File: config.mk
export PLATFORM = sky130hd
export DESIGN_NAME = dpr_host_ctrl
export DESIGN_NICKNAME = d
export VERILOG_FILES = /design/src/design/dpr_pkg.sv /design/src/design/dpr_host_ctrl.sv /design/src/design/dpr_cycle_timer.sv
export VERILOG_INCLUDE_DIRS = /design/src /design/src/design
export SDC_FILE = /design/constraint.sdc
export NUM_CORES = 1
export LEC_CHECK = 0
export BUFFER_PORTS_ARGS = -buffer_cell sky130_fd_sc_hd__buf_2
export CORE_UTILIZATION = 25
export CTS_BUF_LIST = sky130_fd_sc_hd__clkbuf_4 sky130_fd_sc_hd__clkbuf_8 sky130_fd_sc_hd__clkbuf_16
export CTS_CLUSTER_DIAMETER = 50
export DETAILED_ROUTE_END_ITERATION = 8
export SETUP_SLACK_MARGIN = 0.2
export SYNTH_ARGS = -nofsm -noshare
export SYNTH_HDL_FRONTEND = slang
export SYNTH_HIERARCHICAL = 1
export SYNTH_SLANG_ARGS = --single-unit
export TNS_END_PERCENT = 100
File: constraint.sdc
create_clock -name clock -period 8.1 [get_ports clock]
set_input_delay 0 -clock clock [delete_from_list [all_inputs] [get_ports clock]]
set_output_delay 0 -clock clock [all_outputs]
set_load 0.01 [all_outputs]
File: src/design/dpr_map.svh
`ifndef DPR_MAP_SVH
`define DPR_MAP_SVH
// Contract
// - opposite-port read valid after flowthrough delay
// - memory read needs select and output drive
// - token access uses token select, not select
// - delay writes until collision input settled
// - select inactive during token access, upper address ignored
// - token gap before reading back latch

// software register byte offsets
`define DPR_REG_CTRL    8'h00
`define DPR_REG_ADDR    8'h04
`define DPR_REG_WDATA   8'h08
`define DPR_REG_LANES   8'h0C
`define DPR_REG_STATUS  8'h10
`define DPR_REG_RDATA   8'h14

// field positions and reset values
`define DPR_CTRL_ABORT  8
`define DPR_LANES_RESET 2'h3

// timing figures in ns and derived cycle counts
`define DPR_CLK_NS      4
`define DPR_ACCESS_NS   20
`define DPR_FLOW_NS     30
`define DPR_SETTLE_NS   20
`define DPR_WRITE_NS    20
`define DPR_RECOVER_NS  8
`define DPR_GAP_NS      12
`define DPR_CEIL(ns) (((ns) + `DPR_CLK_NS - 1) / `DPR_CLK_NS)
`define DPR_READ_CYC ((`DPR_CEIL(`DPR_ACCESS_NS) > `DPR_CEIL(`DPR_FLOW_NS)) ? \
  `DPR_CEIL(`DPR_ACCESS_NS) : `DPR_CEIL(`DPR_FLOW_NS))
`define DPR_SETTLE_CYC  `DPR_CEIL(`DPR_SETTLE_NS)
`define DPR_WRITE_CYC   `DPR_CEIL(`DPR_WRITE_NS)
`define DPR_RECOVER_CYC `DPR_CEIL(`DPR_RECOVER_NS)
`define DPR_GAP_CYC     `DPR_CEIL(`DPR_GAP_NS)

`endif

File: src/design/dpr_pkg.sv
package dpr_pkg;

  typedef enum logic [2:0] {
    DPR_OP_READ,
    DPR_OP_WRITE,
    DPR_OP_TOKEN_WRITE,
    DPR_OP_TOKEN_READ,
    DPR_OP_TOKEN_TAKE
  } dpr_op_e;

  typedef enum logic [2:0] {
    S_IDLE,
    S_SETTLE,
    S_WRITE,
    S_READ,
    S_RECOVER
  } dpr_state_e;

endpackage

File: src/design/dpr_host_ctrl.sv
`timescale 1ns/1ps
`include "dpr_map.svh"
module dpr_host_ctrl #(
  parameter int DW          = 16,
  parameter int AW          = 12,
  parameter int READ_CYC    = `DPR_READ_CYC,
  parameter int SETTLE_CYC  = `DPR_SETTLE_CYC,
  parameter int WRITE_CYC   = `DPR_WRITE_CYC,
  parameter int RECOVER_CYC = `DPR_RECOVER_CYC,
  parameter int GAP_CYC     = `DPR_GAP_CYC
) (
  input  wire logic                clock,
  input  wire logic                rst,
  input  wire logic [7:0]          swAddr,
  input  wire logic [31:0]         swWdata,
  input  wire logic                swWrite,
  input  wire logic                swRead,
  output logic      [31:0]         swRdata,
  output logic                     portSelectN,
  output logic                     tokenLatchSelectN,
  output logic                     readWriteN,
  output logic                     outDriveN,
  output logic                     highLaneSelectN,
  output logic                     lowLaneSelectN,
  output logic      [AW-1:0]       memAddr,
  input  wire logic [DW-1:0]       dataIn,
  output logic      [DW-1:0]       dataOut,
  output logic      [DW-1:0]       dataOe,
  input  wire logic                mailboxIntN,
  input  wire logic                collisionN,
  output dpr_pkg::dpr_state_e      ctrlState
);
  import dpr_pkg::*;

  localparam int LOW_W = DW / 2;
  localparam logic [7:0] READ_C8    = 8'(READ_CYC);
  localparam logic [7:0] SETTLE_C8  = 8'(SETTLE_CYC);
  localparam logic [7:0] WRITE_C8   = 8'(WRITE_CYC);
  localparam logic [7:0] RECOVER_C8 = 8'(RECOVER_CYC);
  localparam logic [7:0] GAP_C8     = 8'(GAP_CYC);

  dpr_state_e    state;
  dpr_op_e       op;
  logic [AW-1:0] addrReg;
  logic [DW-1:0] wdataReg;
  logic [DW-1:0] rdata;
  logic [1:0]    laneEn;
  logic          abortReq;
  logic          done;
  logic          collided;
  logic          won;
  logic          driveData;
  logic [DW-1:0] laneMask;
  logic [7:0]    gapCnt;
  logic [7:0]    oeCnt;

  assign ctrlState = state;

  // software port decode
  wire           ctrlHit    = swWrite && (swAddr == `DPR_REG_CTRL);
  wire [2:0]     opField    = swWdata[2:0];
  wire           opValid    = (opField <= 3'h4);
  wire           abortHit   = ctrlHit && swWdata[`DPR_CTRL_ABORT];
  // an abort-only write never starts a new access
  wire           goStart    = ctrlHit && opValid && !abortHit && (state == S_IDLE);
  dpr_op_e       startOp;
  assign startOp = dpr_op_e'(opField);
  wire           startToken = (opField >= 3'h2);
  wire           startRead  = (startOp == DPR_OP_READ) || (startOp == DPR_OP_TOKEN_READ);
  wire           startTWr   = (startOp == DPR_OP_TOKEN_WRITE) || (startOp == DPR_OP_TOKEN_TAKE);
  wire           isToken    = (op != DPR_OP_READ) && (op != DPR_OP_WRITE);
  wire           takeAgain  = (op == DPR_OP_TOKEN_TAKE) && !won && !abortReq;
  wire           tokenBit   = wdataReg[0] && (startOp != DPR_OP_TOKEN_TAKE);

  // cycle timer sequencing
  logic       tmrDone;
  wire        tmrLoad = goStart || ((state != S_IDLE) && tmrDone);
  wire [7:0]  idleCyc = startRead ? READ_C8 : (startToken ? WRITE_C8 : SETTLE_C8);
  wire [7:0]  settCyc = abortReq ? RECOVER_C8 : (collisionN ? WRITE_C8 : SETTLE_C8);
  wire [7:0]  postCyc = isToken ? GAP_C8 : RECOVER_C8;
  wire [7:0]  tmrCount = (state == S_IDLE)    ? idleCyc :
                         (state == S_SETTLE)  ? settCyc :
                         (state == S_RECOVER) ? READ_C8 : postCyc;
  wire        readSample = (state == S_READ) && tmrDone;

  dpr_cycle_timer #(
    .W       (8)
  ) u_timer (
    .clock   (clock),
    .rst     (rst),
    .load    (tmrLoad),
    .count   (tmrCount),
    .expired (tmrDone)
  );

  // lane gating per data bit; token write drives every line
  generate
    for (genvar i = 0; i < DW; i++) begin : g_lane
      // follow the latched lane pins, not the live register
      assign laneMask[i] = (i < LOW_W) ? !lowLaneSelectN : !highLaneSelectN;
      assign dataOe[i]   = driveData && (isToken || laneMask[i]);
    end
  endgenerate

  wire [DW-1:0] readValue = isToken ? dataIn : (dataIn & laneMask);

  // software registers
  always_ff @(posedge clock or posedge rst) begin
    if (rst) begin
      addrReg  <= '0;
      wdataReg <= '0;
      laneEn   <= `DPR_LANES_RESET;
    end else if (swWrite) begin
      if (swAddr == `DPR_REG_ADDR) begin
        addrReg <= swWdata[AW-1:0];
      end
      if (swAddr == `DPR_REG_WDATA) begin
        wdataReg <= swWdata[DW-1:0];
      end
      if (swAddr == `DPR_REG_LANES) begin
        laneEn <= swWdata[1:0];
      end
    end
  end

  always_ff @(posedge clock or posedge rst) begin
    if (rst) begin
      abortReq <= 1'b0;
    end else begin
      abortReq <= (abortReq || abortHit) && (state != S_IDLE);
    end
  end

  wire [31:0] statusWord = {26'h0, !collisionN, !mailboxIntN, won, collided, done, (state != S_IDLE)};
  wire [31:0] readMux = (swAddr == `DPR_REG_CTRL)   ? {29'h0, op} :
                        (swAddr == `DPR_REG_ADDR)   ? 32'(addrReg) :
                        (swAddr == `DPR_REG_WDATA)  ? 32'(wdataReg) :
                        (swAddr == `DPR_REG_LANES)  ? {30'h0, laneEn} :
                        (swAddr == `DPR_REG_STATUS) ? statusWord :
                        (swAddr == `DPR_REG_RDATA)  ? 32'(rdata) : 32'h0000_0000;

  always_ff @(posedge clock or posedge rst) begin
    if (rst) begin
      swRdata <= 32'h0000_0000;
    end else begin
      swRdata <= swRead ? readMux : 32'h0000_0000;
    end
  end

  // port sequencer
  always_ff @(posedge clock or posedge rst) begin
    if (rst) begin
      state             <= S_IDLE;
      op                <= DPR_OP_READ;
      portSelectN       <= 1'b1;
      tokenLatchSelectN <= 1'b1;
      readWriteN        <= 1'b1;
      outDriveN         <= 1'b1;
      highLaneSelectN   <= 1'b1;
      lowLaneSelectN    <= 1'b1;
      driveData         <= 1'b0;
      dataOut           <= '0;
      memAddr           <= '0;
      rdata             <= '0;
      done              <= 1'b0;
      collided          <= 1'b0;
      won               <= 1'b0;
    end else begin
      case (state)
        S_IDLE: begin
          if (goStart) begin
            op       <= startOp;
            done     <= 1'b0;
            collided <= 1'b0;
            won      <= 1'b0;
            memAddr  <= addrReg;
            dataOut  <= startToken ? {DW{tokenBit}} : wdataReg;
            if (startToken) begin
              tokenLatchSelectN <= 1'b0;
              highLaneSelectN   <= 1'b1;
              lowLaneSelectN    <= 1'b1;
            end else begin
              portSelectN     <= 1'b0;
              highLaneSelectN <= !laneEn[1];
              lowLaneSelectN  <= !laneEn[0];
            end
            readWriteN <= !startTWr;
            outDriveN  <= !startRead;
            driveData  <= startTWr;
            state      <= startRead ? S_READ : (startToken ? S_WRITE : S_SETTLE);
          end
        end
        S_SETTLE: begin
          // select held with write strobe off until collision input settles
          if (tmrDone) begin
            if (abortReq) begin
              portSelectN <= 1'b1;
              state       <= S_RECOVER;
            end else if (!collisionN) begin
              collided <= 1'b1;
            end else begin
              readWriteN <= 1'b0;
              driveData  <= 1'b1;
              state      <= S_WRITE;
            end
          end
        end
        S_WRITE: begin
          if (tmrDone) begin
            readWriteN        <= 1'b1;
            portSelectN       <= 1'b1;
            tokenLatchSelectN <= 1'b1;
            state             <= S_RECOVER;
          end
        end
        S_READ: begin
          if (tmrDone) begin
            rdata <= readValue;
            if (!isToken && !collisionN) begin
              collided <= 1'b1;
            end
            if ((op == DPR_OP_TOKEN_TAKE) && !dataIn[0]) begin
              won <= 1'b1;
            end
            outDriveN         <= 1'b1;
            portSelectN       <= 1'b1;
            tokenLatchSelectN <= 1'b1;
            state             <= S_RECOVER;
          end
        end
        S_RECOVER: begin
          if (tmrDone) begin
            driveData       <= 1'b0;
            highLaneSelectN <= 1'b1;
            lowLaneSelectN  <= 1'b1;
            if (takeAgain) begin
              tokenLatchSelectN <= 1'b0;
              outDriveN         <= 1'b0;
              state             <= S_READ;
            end else begin
              done  <= 1'b1;
              state <= S_IDLE;
            end
          end
        end
        default: begin
          state <= S_IDLE;
        end
      endcase
    end
  end

  // helper counters for the checks below
  always_ff @(posedge clock or posedge rst) begin
    if (rst) begin
      gapCnt <= 8'hFF;
      oeCnt  <= 8'h00;
    end else begin
      if (!tokenLatchSelectN && !readWriteN) begin
        gapCnt <= 8'h00;
      end else if (gapCnt != 8'hFF) begin
        gapCnt <= gapCnt + 8'h01;
      end
      if (outDriveN) begin
        oeCnt <= 8'h00;
      end else if (oeCnt != 8'hFF) begin
        oeCnt <= oeCnt + 8'h01;
      end
    end
  end
endmodule

File: src/design/dpr_cycle_timer.sv
`timescale 1ns/1ps
module dpr_cycle_timer #(
  parameter int W = 8
) (
  input  wire logic         clock,
  input  wire logic         rst,
  input  wire logic         load,
  input  wire logic [W-1:0] count,
  output logic              expired
);

  logic [W-1:0] remain;

  // expires in the count-th cycle after the load edge
  assign expired = (remain == W'(1));

  always_ff @(posedge clock or posedge rst) begin
    if (rst) begin
      remain <= '0;
    end else if (load) begin
      remain <= count;
    end else if (remain != '0) begin
      remain <= remain - W'(1);
    end
  end

endmodule

# ---- Yosys cells after proc, flatten, opt, wreduce, memory -nomap -nowiden
# Cells that the tools add are included.
dict set report totals {
  ff_bits 115
  latch_bits 0
  ramBits 0
  mem_bits_ro 0
  input_bits 62
  output_inout_bits 85
  elab_cells 193
  memories 0
}
dict set report classes {
  addsub 1
  mul 0
  div_mod_pow 0
  order_cmp 2
  eq_ne 33
  shift 0
  n_mux 70
  bitwise 1
  reduce_logical 65
}
# operator n
set ops {}
lappend ops {{$mux 16} 9}
lappend ops {{$mux 1} 34}
lappend ops {{$ne 2x2->1 const B} 13}
lappend ops {{$reduce_and 6->1} 4}
lappend ops {{$reduce_bool 3->1} 8}
lappend ops {{$mux 3} 7}
lappend ops {{$pmux 1 s3} 6}
lappend ops {{$and 16x16->16} 1}
lappend ops {{$eq 8x4->1 const B} 2}
lappend ops {{$eq 8x5->1 const B} 2}
lappend ops {{$mux 4} 4}
lappend ops {{$mux 8} 2}
lappend ops {{$logic_and 1x1->1} 15}
lappend ops {{$logic_not 1->1} 13}
lappend ops {{$eq 3x2->1 const B} 4}
lappend ops {{$pmux 3 s4} 1}
lappend ops {{$reduce_and 2->1} 5}
lappend ops {{$reduce_and 5->1} 2}
lappend ops {{$eq 3x3->1 const B} 3}
lappend ops {{$eq 8x1->1 const B} 1}
lappend ops {{$eq 8x3->1 const B} 1}
lappend ops {{$logic_not 8->1} 1}
lappend ops {{$pmux 1 s2} 4}
lappend ops {{$reduce_and 4->1} 2}
lappend ops {{15 further kinds} 28}

# ---- Depth between registers and ports, before layout
dict set report depth {
  depth_word 8
  ltp_mapped 10
  depth_no_buf 8
}

# ---- Cells and area by module
# Netlist, hierarchy kept.
# mod n_inst cells_each area_per_inst_um2 seq_area_each_um2
set by_module_without_submodules {}
lappend by_module_without_submodules {dpr_host_ctrl 1 491 5202.5 2687.6}
lappend by_module_without_submodules {dpr_cycle_timer 1 55 503.0 200.2}

# ---- Worst setup path after synthesis
# No wires, ideal clock.
dict set report synth_timing {
  path_type {register -> register}
  startpoint {register state[1], in the netlist ctrlState[1]}
  endpoint {register u_timer.remain[0]}
  setup_time_ns 0.130
  arrival_ns 2.014
  required_time_ns 7.970
  setup_slack_ns 5.956
  stages_incl_launch_ff 10
  n_path_buf 1
  period_less_slack_ns 2.144
  cell_sequence {dfrtp_1 > nor2_1 > nand2_1 > nor3_1 > a21o_1 > inv_1 > and4_1 > buf_6 > nor3_2 > a221oi_2}
}
# item line_no
set synth_lines {}
lappend synth_lines {{start: declaration} dpr_host_ctrl.sv:42} ;# dpr_state_e state;
lappend synth_lines {{start signal: assignment} dpr_host_ctrl.sv:190} ;# state <= startRead ? S_READ : (startToken ? S_WRITE : S_SETTLE);
lappend synth_lines {{$logic_not 3->1 / $reduce_bool 3->1 (equally long branches)} {dpr_host_ctrl.sv:65, dpr_host_ctrl.sv:77}}
lappend synth_lines {{$logic_and 1x1->1, on equally long branches} {dpr_host_ctrl.sv:65, dpr_host_ctrl.sv:77}}
lappend synth_lines {{$logic_or 1x1->1 (*)} dpr_host_ctrl.sv:77} ;# wire tmrLoad = goStart || ((state != S_IDLE) && tmrDone);
lappend synth_lines {{named net tmrLoad} dpr_host_ctrl.sv:77}
lappend synth_lines {{$mux 8 / $reduce_bool 2->1 (equally long branches)} n/a}
lappend synth_lines {{end signal: assignment} dpr_cycle_timer.sv:21} ;# remain <= count;
lappend synth_lines {{end signal: assignment} dpr_cycle_timer.sv:23} ;# remain <= remain - W'(1);
lappend synth_lines {{end: declaration} dpr_cycle_timer.sv:12} ;# logic [W-1:0] remain;
# Mark *: on every way through the listed nets, which the timed path passes. The rest lies on a longest branch.
# A chain may end at the register's enable or synchronous reset.

# ---- Final worst setup path
dict set report layout_timing {
  startpoint {register u_timer.remain[3]}
  endpoint {register rdata[8]}
}
dict set report layout_between {
  elab_chain_len 2
}
# item line_no
set layout_lines {}
lappend layout_lines {{$eq 8x1->1} dpr_cycle_timer.sv:15} ;# assign expired = (remain == W'(1));
lappend layout_lines {{named net tmrDone} dpr_host_ctrl.sv:76} ;# logic tmrDone;
lappend layout_lines {{$reduce_and 2->1 (no line)} n/a}
lappend layout_lines {{end signal: assignment} dpr_host_ctrl.sv:218} ;# rdata <= readValue;
lappend layout_lines {{end: declaration} dpr_host_ctrl.sv:46} ;# logic [DW-1:0] rdata;
# The timed path passes the listed nets, and every way through them passes these cells.

==> impl_metrics.csv <==
group,metric,value,unit
logic_synthesis,ys_seq_elements,115,
sta,final.min_clock_period,3.352,ns
global_route,antenna_found_initial,0,
status,status,"finished, final reports clean",
route,vias,4564,
sta,rsz0062_at_grt,"false",
route,wl_per_cell,16.90,um
layout,drive_gt1_share,31.40,%
floorplan,boundaryPins,147,
global_route,grt_usage,14.42,%
logic_synthesis,synth.distinct_cells,65,
route,first_pass_iters,5,
placement,place_inst,903,
layout,area_delta_synth_final,27.87,%
layout,fin_cells,968,
floorplan,dieArea,23430,um2
route,routed_wl,16.36,mm
clocking,cts_tree,"yes",
route,vias_per_cell,4.715,
logic_synthesis,synth-main-ff-cell,"dfrtp_1",
layout,antenna_cells,0,
logic_synthesis,synthCells,546,
critical_path,required,8.45,ns
clocking,worstSkewPairLatency,0.42,ns
pwr,max-vdd-ir-drop,0.1457,mV
run,maxCapViolations,0,
floorplan,fp.coreArea,22090,um2
pwr,powerDensity,223.0,nW/um2
logic_synthesis,synth_seq_area_share,50.61,%
floorplan,rows,54,
min_path,hold_class,"in -> reg",
placement,port-buffer-count,114,
placement,dpl_cell_area,6336,um2
clocking,cts_resized,0,
clocking,h-tree-depth,4,
logic_synthesis,async_flop_share,100.0,%
clocking,cts_setup_buffers,0,
floorplan,die_y,153.1,um
logic_synthesis,ys_warn_count,6,
critical_path,max_stage_delay,1.08,ns
sta,setup_viol,0,
route,drc,0,
route,drt_iter0_drc,364,
floorplan,die_x,153.1,um
layout,nNetsFinal,742,
logic_synthesis,avgSynthCellArea,10.45,um2
sta,final.period_utilization,41.38,%
sta,setup_ws,4.748,ns
placement,gp_congestion,0.7926,
sta,maxSlewHeadroom,34.45,%
pwr,leakagePower,3.513,nW
sta,worst_pin_slew,0.9833,ns
logic_synthesis,syn_area,5705,um2
global_route,grt_pass1_wl,25.78,mm
sta,fmax,298.3,MHz
critical_path,crit_path_start_kind,"flip-flop",
clocking,cts.sinks,115,
clocking,clockRootBuffer,"clkbuf_16",
critical_path,cp_cell_sequence,"nor4_2 -> and3_2 -> nand3_1 -> a21oi_1 -> a22o_1",
floorplan,initial_core_util,25.82,%
sta,skew,0.01108,ns
clocking,cts_buffers,17,
global_route,grt_max_degree,77,
placement,dp_hpwl,11.37,mm
sta,report.final.slew_viol_count,0,
sta,hold_viol_final,0,
critical_path,end_kind,"flip-flop",
logic_synthesis,synth-edff-count,0,
critical_path,path_max_fanout,19,
route,ant_nets,0,
global_route,grt_pass1_vias,4506,
layout,finalInstanceArea,7296,um2
critical_path,crit_slowest_cell,"a21oi_1",
sta,finalSetupTns,0,ns
clocking,clk_pin_slew,0.05,ns
placement,pre_cts_ws,4.733,ns
critical_path,cp.arrival,3.70,ns
critical_path,path_class,"reg -> reg",
clocking,ctsHoldBuffers,35,
clocking,cts_buffer_depth,2,
global_route,grt_remaining_overflow,0,
[state kept, by name, summed over array words and instances (netlist names), 2 cells and up]
register        flops
addrReg            12
laneEn              2
swRdata            16
wdataReg           16
ctrlState           3
rdata              16
u_timer/remain      8
memAddr            12
dataOut            16
op                  3
[report_power, final]
group          switching, W  internal [W]
Combinational      0.000105     0.0000852
Sequential        0.0000462      0.000617
Clock              0.000262      0.000511
[cells in the final DEF (no fill, tap or decap), drive strengths merged, types with 15 or more instances in the layout]
master / instances
buf: 118
a22o: 24
o21ai: 18
nor2: 51
nor3: 22
inv: 15
mux2: 44
conb: 20
dfrtp: 107
dlygate4sd3: 35
clkbuf: 21
a21oi: 67
nand2: 29
[cells in the mapped netlist (all sizes together), types with 5 or more instances]
| cell | instances | share of area [%] |
|---|---|---|
| o22ai | 5 | 0.55 |
| nand3 | 6 | 0.83 |
| buf | 45 | 5.9 |
| dfstp | 8 | 3.7 |
| a22o | 24 | 3.7 |
| nor3 | 22 | 2.3 |
| clkbuf | 15 | 0.99 |
| a211oi | 5 | 0.66 |
| o21ai | 18 | 1.6 |
| a31oi | 7 | 0.77 |
| nor2b | 5 | 0.55 |
| dfrtp | 107 | 47 |
| mux2 | 44 | 8.7 |
| nor2 | 51 | 3.5 |
| nand2 | 29 | 1.9 |
| inv | 15 | 0.99 |
| a22oi | 7 | 0.92 |
| a21oi | 67 | 5.9 |
| xor2 | 6 | 0.92 |
[stage by stage]
| step | util, % | hold slack, ns | total power (W) |
|---|---|---|---|
| floorplan | - | -0.1843 | 0.0007939 |
| global placement | 28.68 | 0.002863 | 0.0008468 |
| detailed placement | 28.68 | 0.01410 | 0.0008505 |
| CTS | 33.02 | 0.02337 | 0.001641 |
| global route | 33.02 | 0.05356 | 0.001694 |
| finish | 33.02 | 0.04526 | 0.001627 |
[path summary, 6_finish.rpt]
check | start | end | slack (ns) | depth (start not counted)
max | u_timer/remain[3]$_DFFE_PP0P_ | rdata[8]$_DFFE_PP0P_ | 4.75 | 5
min | swAddr[5] | done$_DFFE_PP0P_ | 0.05 | 5
max reg2reg | u_timer/remain[3]$_DFFE_PP0P_ | rdata[8]$_DFFE_PP0P_ | 4.75 | 5
min reg2reg | memAddr[3]$_DFFE_PP0P_ | memAddr[3]$_DFFE_PP0P_ | 0.50 | 1
max in group asynchronous | rst | wdataReg[14]$_DFFE_PP0P_ | 6.63 | 4
min in group asynchronous | rst | u_timer/remain[6]$_DFFE_PP0P_ | 0.12 | 3
[layout make-up]
cell class,count,area (um2)
clock buffers,21,480.5
inverters,16,62.56
fillers,2230,14800
flip-flops and latches,115,2888
clock inverters,9,128.9
multi-input cells,374,2435
repair buffers,153,950.9
well taps,280,350.3
[worst max-delay path, delay by kind of cell, from the launching register on]
kind	cells	cell delay [ns]
flops	1	0.42
simple gates	3	1.54
compound gates	2	1.32
[kinds of logic after synthesis]
kind of cell / count (synthesis) / synth area share, %
AOI/OAI and AO/OA: 156 / 17.50
and+or+nand+nor: 141 / 12.92
DFF: 115 / 50.61
buffers and inverters: 76 / 7.960
muxes: 47 / 9.211
xor gates and xnor gates: 7 / 1.075
adders and majority gates: 3 / 0.6580
other: 1 / 0.06573
[metal layers]
metal  vias up  share of wire (%)  track usage [%]
met4         0                1.7            5.580
met5         -                  0                0
met2       148                 48            22.42
met3        17                4.8            3.261
met1      2229                 46            19.43
li1       2170                  -                -
No activity file was read; power rests on OpenSTA's default activity.
